`config.mk`:
```
export PLATFORM = sky130hd
export DESIGN_NAME = sch_stack_cmd
export DESIGN_NICKNAME = d
export VERILOG_FILES = /design/src/hw/sch_stack_cmd.v
export VERILOG_INCLUDE_DIRS = /design/src /design/src/hw
export SDC_FILE = /design/constraint.sdc
export NUM_CORES = 1
export LEC_CHECK = 0
export ABC_AREA = 0
export BUFFER_PORTS_ARGS = -buffer_cell sky130_fd_sc_hd__buf_4
export CAP_MARGIN = 0
export CORE_MARGIN = 2
export CORE_UTILIZATION = 50
export CTS_BUF_LIST = sky130_fd_sc_hd__clkbuf_8
export DETAILED_ROUTE_END_ITERATION = 6
export PLACE_DENSITY = 0.67
export SLEW_MARGIN = 20
export SYNTH_ARGS = -nofsm -noshare
export SYNTH_HDL_FRONTEND = slang
export SYNTH_SLANG_ARGS = --single-unit
```
`constraint.sdc`:
```
create_clock -name clock -period 5.3 [get_ports clock]
set_clock_uncertainty 0.05 [all_clocks]
set_input_delay 0.53 -clock clock [delete_from_list [all_inputs] [get_ports clock]]
set_output_delay 0.53 -clock clock [all_outputs]
set_load 0.05 [all_outputs]
```
`src/hw/sch_stack_cmd_map.vh`:
```
// Register offsets, command codes and timing counts of the stack command handler.
// Included by the handler; holds definitions only.
`ifndef SCH_STACK_CMD_MAP_VH
`define SCH_STACK_CMD_MAP_VH

`define SCH_PAGE_CONFIG 3'h2
`define SCH_PAGE_CMD 3'h3
`define SCH_PAGE_NV_REF 3'h4
`define SCH_PAGE_NV_SHADOW 3'h5
`define SCH_OFS_NV_REF 6'h3F
`define SCH_OFS_NV_SHADOW 6'h00

`define SCH_CMD_FIRST 6'h01
`define SCH_CMD_IDENTIFY 6'h09
`define SCH_CMD_SLEEP 6'h0A
`define SCH_CMD_NAK 6'h0B
`define SCH_CMD_ACK 6'h0C
`define SCH_CMD_COMM_FAIL 6'h0E
`define SCH_CMD_WAKEUP 6'h0F
`define SCH_CMD_BAL_EN 6'h10
`define SCH_CMD_BAL_INH 6'h11
`define SCH_CMD_RESET 6'h12
`define SCH_CMD_CALC_SUM 6'h13
`define SCH_CMD_CHECK_SUM 6'h14

`define SCH_ADDR_ALL 4'hF
`define SCH_SUM_W 14
`define SCH_CFG_WORDS 8
`define SCH_SIG_POLY 14'h2837
`define SCH_SUM_RESET 14'h0000

`define SCH_CLK_PERIOD_NS 4
`define SCH_WAKE_HALF_NS 4000
`define SCH_WAKE_HALF_CYC (`SCH_WAKE_HALF_NS / `SCH_CLK_PERIOD_NS)
`define SCH_WAKE_TOGGLES 5'h10
`define SCH_WAKE_EDGES 4
`define SCH_FWD_TIMEOUT_NS 10000
`define SCH_FWD_TIMEOUT_CYC (`SCH_FWD_TIMEOUT_NS / `SCH_CLK_PERIOD_NS)
`define SCH_WDOG_CYC 250000

`endif

```
`src/hw/sch_stack_cmd.v`:
```
// Device command handler of one stacked battery monitor: decodes command frames,
// answers, forwards up the chain, wakes the stack and keeps the checksum registers.
// Assumes a same-clock frame decoder in front; link and strap pins are asynchronous.
// Function
// - Unrecognised communication answers not-acknowledge code
// - Acknowledge command answers acknowledge, changes nothing
// - Silent upstream device yields communications-failure answer
// - Devices beyond fault learn it by watchdog
// - Master wakes stack with slow clock upward
// - Top device answers acknowledge once awake
// - Balance enable sets bit, broadcast allowed
// - Balance inhibit clears bit, broadcast allowed
// - Reset reloads nonvolatile image, halts activity
// - No volatile writes until identify after reset
// - Calculate command stores page-2 checksum
// - Check command mismatch sets register check fault
// - Every reload recomputes shadow checksum register
// - Read-only factory reference checksum register
// - Command page writes answer not-acknowledge
`include "sch_stack_cmd_map.vh"
`default_nettype none

module sch_stack_cmd #(
  parameter [13:0] NV_REF_SUM = 14'h1A5C, // Arbitrary factory reference value
  parameter [31:0] WDOG_CYC = `SCH_WDOG_CYC
) (
  // Clock and reset
  input wire clock,
  input wire rst_n,
  // Straps (asynchronous pins)
  input wire [3:0] myDevAddr,
  input wire isMaster,
  input wire isTop,
  // Command frame from the decoder
  input wire cmdValid,
  input wire cmdWrite,
  input wire [3:0] cmdDevAddr,
  input wire [2:0] cmdPage,
  input wire [5:0] cmdAddr,
  input wire [13:0] cmdWdata,
  // Answer toward the host
  output reg rspValid_ff,
  output reg [5:0] rspCode_ff,
  output reg [13:0] rspData_ff,
  // Frame forwarded up the chain
  output reg fwdValid_ff,
  // Upstream link pins
  input wire upLinkClk,
  input wire upLinkAck,
  output reg wakeClkOut_ff,
  // Downstream wake clock pin
  input wire dnWakeClk,
  // Device state
  output reg cellBalanceOn_ff,
  output reg registerCheckFault_ff,
  output reg scanHalt_ff,
  output reg asleep_ff,
  output reg watchdogFault_ff
);

  localparam [4:0] ST_IDLE = 5'h01;
  localparam [4:0] ST_LOAD = 5'h02;
  localparam [4:0] ST_CALC = 5'h04;
  localparam [4:0] ST_CHECK = 5'h08;
  localparam [4:0] ST_FWD = 5'h10;
  localparam [15:0] WAKE_HALF = `SCH_WAKE_HALF_CYC;
  localparam [15:0] FWD_TIMEOUT = `SCH_FWD_TIMEOUT_CYC;
  // Same shift register for stored and shadow sums
  function [13:0] sigStep;
    input [13:0] sum;
    input [13:0] word;
    begin
      sigStep = {sum[12:0], 1'b0} ^ (sum[13] ? `SCH_SIG_POLY : 14'h0000) ^ word;
    end
  endfunction
  // Factory configuration image held in nonvolatile memory, word 0 lowest
  localparam [111:0] NV_IMAGE = {14'h2020, 14'h1010, 14'h0DEF, 14'h0ABC,
    14'h0789, 14'h0456, 14'h0123, 14'h0000};
  // Two-flop synchronisers for every asynchronous pin
  reg [8:0] syncA_ff;
  reg [8:0] syncB_ff;
  always @(posedge clock or negedge rst_n) begin
    if (!rst_n) begin
      syncA_ff <= 9'h000;
      syncB_ff <= 9'h000;
    end else begin
      syncA_ff <= {dnWakeClk, upLinkAck, upLinkClk, isTop, isMaster, myDevAddr};
      syncB_ff <= syncA_ff;
    end
  end
  wire [3:0] devAddr = syncB_ff[3:0];
  wire master = syncB_ff[4];
  wire top = syncB_ff[5];
  wire upClkS = syncB_ff[6];
  wire upAckS = syncB_ff[7];
  wire dnWakeS = syncB_ff[8];
  reg upClkPrev_ff;
  reg dnWakePrev_ff;
  reg [4:0] state_ff;
  reg [2:0] idx_ff;
  reg [13:0] sum_ff;
  reg [13:0] shadowSum_ff;
  reg [13:0] storedSum_ff;
  reg [8 * 14 - 1:0] cfg_ff;
  reg identified_ff;
  reg [15:0] timer_ff;
  reg [4:0] wakeToggles_ff;
  reg [2:0] wakeEdges_ff;
  reg [31:0] wdog_ff;
  wire upAckSeen = upClkS && !upClkPrev_ff && upAckS;
  wire dnWakeEdge = dnWakeS && !dnWakePrev_ff;
  wire forMe = (cmdDevAddr == devAddr) || (cmdDevAddr == `SCH_ADDR_ALL);
  wire bcast = (cmdDevAddr == `SCH_ADDR_ALL);
  wire [13:0] cfgWord = cfg_ff[idx_ff * 14 +: 14];
  wire [13:0] sumNext = sigStep(sum_ff, state_ff[1] ? NV_IMAGE[idx_ff * 14 +: 14] : cfgWord);
  always @(posedge clock or negedge rst_n) begin
    if (!rst_n) begin
      upClkPrev_ff <= 1'b0;
      dnWakePrev_ff <= 1'b0;
      state_ff <= ST_LOAD;
      idx_ff <= 3'h0;
      sum_ff <= `SCH_SUM_RESET;
      shadowSum_ff <= `SCH_SUM_RESET;
      storedSum_ff <= `SCH_SUM_RESET;
      cfg_ff <= {(8 * 14){1'b0}};
      identified_ff <= 1'b0;
      timer_ff <= 16'h0000;
      wakeToggles_ff <= 5'h00;
      wakeEdges_ff <= 3'h0;
      wdog_ff <= 32'h00000000;
      rspValid_ff <= 1'b0;
      rspCode_ff <= 6'h00;
      rspData_ff <= 14'h0000;
      fwdValid_ff <= 1'b0;
      wakeClkOut_ff <= 1'b0;
      cellBalanceOn_ff <= 1'b0;
      registerCheckFault_ff <= 1'b0;
      scanHalt_ff <= 1'b0;
      asleep_ff <= 1'b0;
      watchdogFault_ff <= 1'b0;
    end else begin
      upClkPrev_ff <= upClkS;
      dnWakePrev_ff <= dnWakeS;
      rspValid_ff <= 1'b0;
      fwdValid_ff <= 1'b0;
      scanHalt_ff <= 1'b0;
      // Any traffic feeds the watchdog; cut-off devices see it expire
      if (cmdValid || dnWakeEdge) begin
        wdog_ff <= 32'h00000000;
      end else if (wdog_ff >= WDOG_CYC - 1) begin
        watchdogFault_ff <= 1'b1;
      end else begin
        wdog_ff <= wdog_ff + 32'h00000001;
      end
      // Master drives a slow clock up the chain while waking
      if (wakeToggles_ff != 5'h00) begin
        if (timer_ff >= WAKE_HALF - 1) begin
          timer_ff <= 16'h0000;
          wakeClkOut_ff <= ~wakeClkOut_ff;
          wakeToggles_ff <= wakeToggles_ff - 5'h01;
        end else begin
          timer_ff <= timer_ff + 16'h0001;
        end
      end
      // Sleeping devices count wake edges from below
      if (asleep_ff && dnWakeEdge) begin
        if (wakeEdges_ff == `SCH_WAKE_EDGES - 1) begin
          asleep_ff <= 1'b0;
          wakeEdges_ff <= 3'h0;
          watchdogFault_ff <= 1'b0;
          if (top) begin
            rspValid_ff <= 1'b1;
            rspCode_ff <= `SCH_CMD_ACK;
            rspData_ff <= 14'h0000;
          end
        end else begin
          wakeEdges_ff <= wakeEdges_ff + 3'h1;
        end
      end
      case (state_ff)
        ST_LOAD: begin
          cfg_ff[idx_ff * 14 +: 14] <= NV_IMAGE[idx_ff * 14 +: 14];
          sum_ff <= sumNext;
          idx_ff <= idx_ff + 3'h1;
          if (idx_ff == 3'h7) begin
            shadowSum_ff <= sumNext;
            state_ff <= ST_IDLE;
          end
        end
        ST_CALC, ST_CHECK: begin
          sum_ff <= sumNext;
          idx_ff <= idx_ff + 3'h1;
          if (idx_ff == 3'h7) begin
            if (state_ff[2]) begin
              storedSum_ff <= sumNext;
            end else if (sumNext != storedSum_ff) begin
              registerCheckFault_ff <= 1'b1;
            end
            state_ff <= ST_IDLE;
            rspValid_ff <= !bcast;
            rspCode_ff <= state_ff[2] ? `SCH_CMD_CALC_SUM : `SCH_CMD_CHECK_SUM;
          end
        end
        ST_FWD: begin
          if (upAckSeen) begin
            state_ff <= ST_IDLE;
          end else if (timer_ff >= FWD_TIMEOUT - 1) begin
            state_ff <= ST_IDLE;
            timer_ff <= 16'h0000;
            rspValid_ff <= 1'b1;
            rspCode_ff <= `SCH_CMD_COMM_FAIL;
            rspData_ff <= 14'h0000;
          end else begin
            timer_ff <= timer_ff + 16'h0001;
          end
        end
        default: begin
          sum_ff <= `SCH_SUM_RESET;
          idx_ff <= 3'h0;
          if (cmdValid && !forMe) begin
            // Not ours: pass up and wait for the next device to answer
            fwdValid_ff <= 1'b1;
            timer_ff <= 16'h0000;
            state_ff <= ST_FWD;
          end else if (cmdValid) begin
            // Broadcast frames still go up so the whole stack acts together
            fwdValid_ff <= bcast && !top;
            rspValid_ff <= !bcast;
            rspData_ff <= 14'h0000;
            rspCode_ff <= `SCH_CMD_NAK;
            if (cmdPage == `SCH_PAGE_CMD) begin
              if (cmdWrite) begin
                rspCode_ff <= `SCH_CMD_NAK;
              end else if (cmdAddr == `SCH_CMD_ACK) begin
                rspCode_ff <= `SCH_CMD_ACK;
              end else if (cmdAddr == `SCH_CMD_BAL_EN) begin
                cellBalanceOn_ff <= 1'b1;
                rspCode_ff <= cmdAddr;
              end else if (cmdAddr == `SCH_CMD_BAL_INH) begin
                cellBalanceOn_ff <= 1'b0;
                rspCode_ff <= cmdAddr;
              end else if (cmdAddr == `SCH_CMD_RESET) begin
                cellBalanceOn_ff <= 1'b0;
                scanHalt_ff <= 1'b1;
                identified_ff <= 1'b0;
                registerCheckFault_ff <= 1'b0;
                state_ff <= ST_LOAD;
                rspCode_ff <= cmdAddr;
              end else if (cmdAddr == `SCH_CMD_CALC_SUM || cmdAddr == `SCH_CMD_CHECK_SUM) begin
                state_ff <= (cmdAddr == `SCH_CMD_CALC_SUM) ? ST_CALC : ST_CHECK;
                rspValid_ff <= 1'b0;
              end else if (cmdAddr == `SCH_CMD_WAKEUP) begin
                if (master) begin
                  wakeToggles_ff <= `SCH_WAKE_TOGGLES;
                  timer_ff <= 16'h0000;
                  asleep_ff <= 1'b0;
                  rspValid_ff <= 1'b0;
                end
              end else if (cmdAddr == `SCH_CMD_SLEEP) begin
                asleep_ff <= 1'b1;
                rspCode_ff <= cmdAddr;
              end else if (cmdAddr == `SCH_CMD_IDENTIFY) begin
                identified_ff <= 1'b1;
                rspCode_ff <= cmdAddr;
              end else if (cmdAddr >= `SCH_CMD_FIRST && cmdAddr < `SCH_CMD_IDENTIFY) begin
                rspCode_ff <= cmdAddr;
              end
            end else if (cmdPage == `SCH_PAGE_CONFIG && cmdAddr < 6'h08) begin
              rspCode_ff <= cmdAddr;
              if (!cmdWrite) begin
                rspData_ff <= cfg_ff[cmdAddr[2:0] * 14 +: 14];
              end else if (identified_ff) begin
                cfg_ff[cmdAddr[2:0] * 14 +: 14] <= cmdWdata;
              end else begin
                rspCode_ff <= `SCH_CMD_NAK;
              end
            end else if (cmdPage == `SCH_PAGE_NV_REF && cmdAddr == `SCH_OFS_NV_REF && !cmdWrite) begin
              rspCode_ff <= cmdAddr;
              rspData_ff <= NV_REF_SUM;
            end else if (cmdPage == `SCH_PAGE_NV_SHADOW && cmdAddr == `SCH_OFS_NV_SHADOW
                         && !cmdWrite) begin
              rspCode_ff <= cmdAddr;
              rspData_ff <= shadowSum_ff;
            end
          end
        end
      endcase
    end
  end

endmodule // sch_stack_cmd

`default_nettype wire

```
-- Word level (Yosys, flattened, before mapping)
Index checks and enable logic that the tools add are counted.
W data, S select, Z words.
- input bits: 40
- register bits after elaboration: 267
- output and inout bits: 28
- bitwise operators: 11
- equality and inequality tests: 43
- shifts and indexed selects: 7
- muxes and demuxes: 167
- reductions and logical operators: 48
- multiply operators: 2
- $lt $le $gt $ge: 6
- add/subtract/negate cells: 7
- operators with widths (cell ; number):
    $mux W112 ; 6
    $mux W16 ; 15
    $bwmux W112 ; 2
    $pmux W112 S2 ; 1
    $shift A14 B34 Y112 const A ; 2
    $shiftx A112 B8 Y14 ; 2
    $shiftx A14 B34 Y112 ; 2
    $mux W14 ; 14
    $mux W6 ; 24
    $mux W5 ; 26
    $shiftx A112 B8 Y14 const A ; 1
    $neg A7 Y34 ; 2
    $mux W1 ; 66
    $mux W32 ; 2
    $pmux W14 S2 ; 2
    $add A32 B1 Y32 const B ; 1
    $ge A32 B18 Y1 const B ; 1
    $pmux W16 S2 ; 1
    $eq A6 B5 Y1 const B ; 5
    $xor A14 B14 Y14 ; 2
    $eq A6 B4 Y1 const B ; 4
    $reduce_and A12 Y1 ; 2
    $pmux W6 S3 ; 1
    $add A16 B1 Y16 const B ; 1
    44 further kinds ; 106

-- Depth between registers and ports, before layout
- depth in word-level cells: 16
- gate-level depth with buffers: 23
- gate-level depth less buffers: 16

-- Worst setup path before layout
OpenSTA, ideal clock, no wires.
- kind: register -> register
- from: register idx_ff[1]
- to: register cfg_ff[12]
- cell stages (with the launch flop): 23
- clock period less this slack: 5075 ps
- slack: 225 ps
- setup time: 126 ps
- arrival time: 4899 ps
- cell sequence: dfrtp_1 > buf_6 > buf_6 > buf_4 > buf_2 > inv_1 > ha_1 > inv_1 > fa_1 > buf_2 > nor2_1 > nand3_1 > inv_1 > ha_1 > clkbuf_1 > nor2_1 > nand4_1 > nor4_1 > and2_1 > clkbuf_1 > nand2_1 > a31o_2 > a221o_1
- word-level cells in the longest chain between the ends: 5
- elaborated cells on any way between the ends: 7
- RTL lines (what ; RTL line ; RTL):
    start: declaration ; sch_stack_cmd.v:100 ; reg [2:0] idx_ff;
    start signal: assignment ; sch_stack_cmd.v:184 ; idx_ff <= idx_ff + 3'h1;
    start signal: assignment ; sch_stack_cmd.v:192 ; idx_ff <= idx_ff + 3'h1;
    $mul A3 B3 Y6 * ; sch_stack_cmd.v:182 ; cfg_ff[idx_ff * 14 +: 14] <= NV_IMAGE[idx_ff * 14 +: 14];
    $shiftx A112 B8 Y14 or $neg A7 Y34 (tied branches) ; sch_stack_cmd.v:182 ;
    $shiftx A14 B34 Y112 or $shift A14 B34 Y112 (tied branches) ; sch_stack_cmd.v:182 ;
    $bwmux W112 * ; sch_stack_cmd.v:182 ;
    $pmux W112 S2 * ; sch_stack_cmd.v:180 ; case (state_ff)
    end signal: assignment ; sch_stack_cmd.v:125 ; cfg_ff <= {(8 * 14){1'b0}};
    end signal: indexed assignment ; sch_stack_cmd.v:182 ;
    end signal: indexed assignment ; sch_stack_cmd.v:273 ; cfg_ff[cmdAddr[2:0] * 14 +: 14] <= cmdWdata;
    end: declaration ; sch_stack_cmd.v:104 ; reg [8 * 14 - 1:0] cfg_ff;
Every way passes the cells marked *; elsewhere a longest branch is shown, timed or not.
A chain may end at the register's enable or synchronous reset.

-- Worst setup path after layout
- from: register idx_ff[1]
- to: register cfg_ff[63]
Same word-level chain as after synthesis.

==> summary.md <==
| Metric | Value |
|---|---|
| Area share of the largest cell type after synthesis | `33.90%` |
| TNS Setup | `0 ns` |
| Post-synth EDFFs | `0` |
| Tcrit/Tclk final | `90.70%` |
| Rows | `72` |
| Mean post-synth cell area | `8.500 sq um` |
| Cells after DPL | `2831` |
| Unique masters post-synth | `85` |
| Vias in the first global route | `19283` |
| Clock Tree Root | `clkbuf_8` |
| Type of the worst setup path | `flop to flop` |
| Core area | `38740 sq um` |
| Synth Area in Adders | `2.460%` |
| Layout area overhead | `11.71%` |
| Gr usage total | `42.15%` |
| Simple-gate portion of the synthesized area | `20.70%` |
| Initial DRC count | `2839` |
| Min Hold Slack | `0.2077 ns` |
| Die Span Y | `202.2 um` |
| Outcome | `finished clean` |
| CP peak stage delay | `0.61 ns` |
| Fin cells | `2922` |
| TritonCTS clock tree | `yes` |
| Vias | `20425` |
| Routed Antenna Nets | `0` |
| Clock transition at the registers of the reported paths | `0.06 ns` |
| Top_reg_cell synth | `dfrtp_1` |
| Clock latency on the worst-skew pair | `0.65 ns` |
| Peak supply drop | `0.2297 mV` |
| Routed WL | `86.31 mm` |
| Total gr overflow | `0` |
| Post-Syn Instances | `2310` |
| Synth cell count leaders | `nand2_1, dfrtp_1, nor2_1, o21ai_0, a21oi_1` |
| Chip width | `202.2 um` |
| Max-Slew Margin vs Limit | `24.44%` |
| Gp weighted congestion | `1.073` |
| Syn nets | `2385` |
| Clock Path Buffers | `3` |
| Final Slew Violations | `0` |
| Post-CTS resize count | `0` |
| Data arrival, critical path | `5.29 ns` |
| Initial antenna violation count | `2` |
| CP Buf/Inv Count | `1` |
| Fin. Hold Viols | `0` |
| Clk sink count | `267` |
| Largest area contributor in the netlist | `dfrtp_1` |
| Synthesized cell area | `19640 sq um` |
| Die area | `40870 sq um` |
| Synth Register Bits | `267` |
| Max Fclk | `208.0 MHz` |
| Initial Utilization | `50.69%` |
| Power Density | `396.0 nW/um^2` |
| Max Cap Viol | `0` |
| Setup violations, final | `0` |
| CP max-delay cell | `mux2i_2` |
| Dpl hpwl | `65.55 mm` |
| CP Data Required Time | `5.78 ns` |
| Post-synthesis mux area share | `9.380%` |
| Hold/Removal Path Class | `primary input to flop` |
| Critical path fanouts, max | `13` |
| RSZ-0062 raised after global routing | `no` |
| Setup slack, reg-to-reg | `0.49 ns` |
| Average wire per standard cell | `29.54 um` |
| Largest family of logic cells by synthesized area | `compound AO/OA/AOI/OAI gates` |
| CP Launch Type | `flop` |
| CP top delay family | `adder cells` |
| Share of cells above drive strength 1 | `14.15%` |
| Compound-gate portion of the synthesized area | `25.78%` |
| Sequential fraction of the synthesis area | `34.03%` |
| Crit-path cells | `fa_1 > ha_1 > fa_1 > nor2_1 > nand3_1 > inv_1 > nand3_1 > a221oi_1 > a21oi_1 > mux2i_2 > o21ai_0 > a22o_1` |
| Nets | `2447` |
| FFs w/ async S/R, synth | `100.0%` |
| First-pass DRT Iterations | `7` |
| Xor-xnor portion of the synthesized cell area | `3.212%` |
| Port Buf Inserts | `67` |
| Leak pwr | `8.957 nW` |
| DRC | `0` |
| Synth area leaders | `dfrtp_1, nand2_1, mux4_2` |
| First-pass GRT wire length | `127.7 mm` |
| Slew @ Worst Pin | `1.127 ns` |
| DR vias/cell | `6.990` |
| Critical Path Sink Type | `flop` |
| I/O pins | `68` |
| Synth warn | `0` |
| Most frequent cell after synthesis | `nand2_1` |
| Minimum clock period | `4.807 ns` |
| Num CTS Buffers | `47` |
| Htree depth | `2` |
| Largest net degree at the start of global routing | `104` |
## path summary, 6_finish.rpt
| path | endpoint | depth (start not counted) | startpoint |
|---|---|---|---|
| hold / removal | fwdValid_ff$_DFF_PN0_ | 3 | cmdValid |
| setup reg to reg | cfg_ff[63]$_DFFE_PN0P_ | 12 | idx_ff[1]$_DFFE_PN0N_ |
| min in group asynchronous | syncB_ff[6]$_DFF_PN0_ | 2 | rst_n |
| max in group asynchronous | shadowSum_ff[7]$_DFFE_PN0P_ | 3 | rst_n |
| setup / recovery | cfg_ff[63]$_DFFE_PN0P_ | 12 | idx_ff[1]$_DFFE_PN0N_ |
| hold reg to reg | syncB_ff[1]$_DFF_PN0_ | 0 | syncA_ff[1]$_DFF_PN0_ |
## per-stage QoR
stage	util [%]	instance area, sq um	total power (W)	setup WS [ns]
2_1_floorplan	-	19640	0.004987	0.2253
3_5_place_dp	53.97	20910	0.006565	0.5360
4_1_cts	56.62	21930	0.008511	0.6445
3_3_place_gp	53.97	20910	0.006548	0.5822
5_1_grt	56.62	21930	0.008970	0.3439
6_report	56.62	21930	0.008686	0.4928
## power by group
group	leakage [nW]	internal (W)	total [W]	switching [W]
logic	4.94	0.00131	0.00443	0.00312
registers	3.49	0.00216	0.00232	0.000157
clock network	0.531	0.00102	0.00194	0.000919
total	8.96	0.00449	0.00869	0.00420
## layer usage
metal	vias up	track usage, %	routed length (um)
li1	8748	-	-
met2	1376	62.60	36910
met4	2	27.69	6950
met5	-	0	10
met3	312	9.561	9166
met1	9987	55.33	33270
## cell usage in the layout (no fill, tap or decap), drive strengths merged, types with 17 or more instances in the layout
cell type / n
o21ai: 164
nor2b: 34
nor2: 176
a31oi: 36
nand2b: 29
o22ai: 41
o21a: 32
o221ai: 25
and2: 42
xnor2: 42
ha: 29
nor4: 19
mux2: 31
a21oi: 153
o2bb2ai: 19
inv: 69
or3: 23
mux4: 46
a22oi: 44
buf: 161
clkbuf: 57
a32oi: 25
and3: 26
o31ai: 25
dfrtp: 266
xor2: 30
nand3: 65
a221o: 21
nand2: 321
nor3: 59
a22o: 32
mux2i: 43
nand4: 17
## repair_timing
item                                   4_1_cts  5_1_grt
endpoints found under the hold margin      109        0
hold buffers                                10        0
setup buffers                                0        0
## logic make-up (layout without fill, tap and decap cells)
| logic type | Yosys count | after routing |
|---|---|---|
| DFF | 267 | 267 |
| buffers and inverters | 214 | 307 |
| AOI/OAI and AO/OA | 746 | 746 |
| other | 0 | 1 |
| adders and majority gates | 35 | 35 |
| muxes | 120 | 120 |
| and+or+nand+nor | 856 | 856 |
| xor gates and xnor gates | 72 | 72 |
## final cells by class
cell class              count  area (sq um)
fillers                  3576         16800
multi-input cells        1829         12120
flip-flops and latches    267          6685
repair buffers            171          1341
clock buffers              57         784.5
well taps                 518         648.1
inverters                  56         210.2
clock inverters            23         138.9
diodes                      1         2.502
## worst register-to-register path: cells and delay by family, from the launching register on
kind,cells,cell delay (ns)
flip-flops,1,0.59
adder cells (fa/ha/maj),3,1.20
AO/OA/AOI/OAI,4,1.14
AND/OR/NAND/NOR,3,0.95
multiplexers,1,0.61
buffers and inverters,1,0.16
## sequential cells by signal (all words and copies together), names as in the netlist, 5 cells and up
register,flops
cfg_ff,112
rspCode_ff,6
rspData_ff,14
shadowSum_ff,14
state_ff,5
storedSum_ff,14
sum_ff,14
syncA_ff,9
syncB_ff,9
timer_ff,16
wakeToggles_ff,5
wdog_ff,32
(Power assumes the default switching activity.)
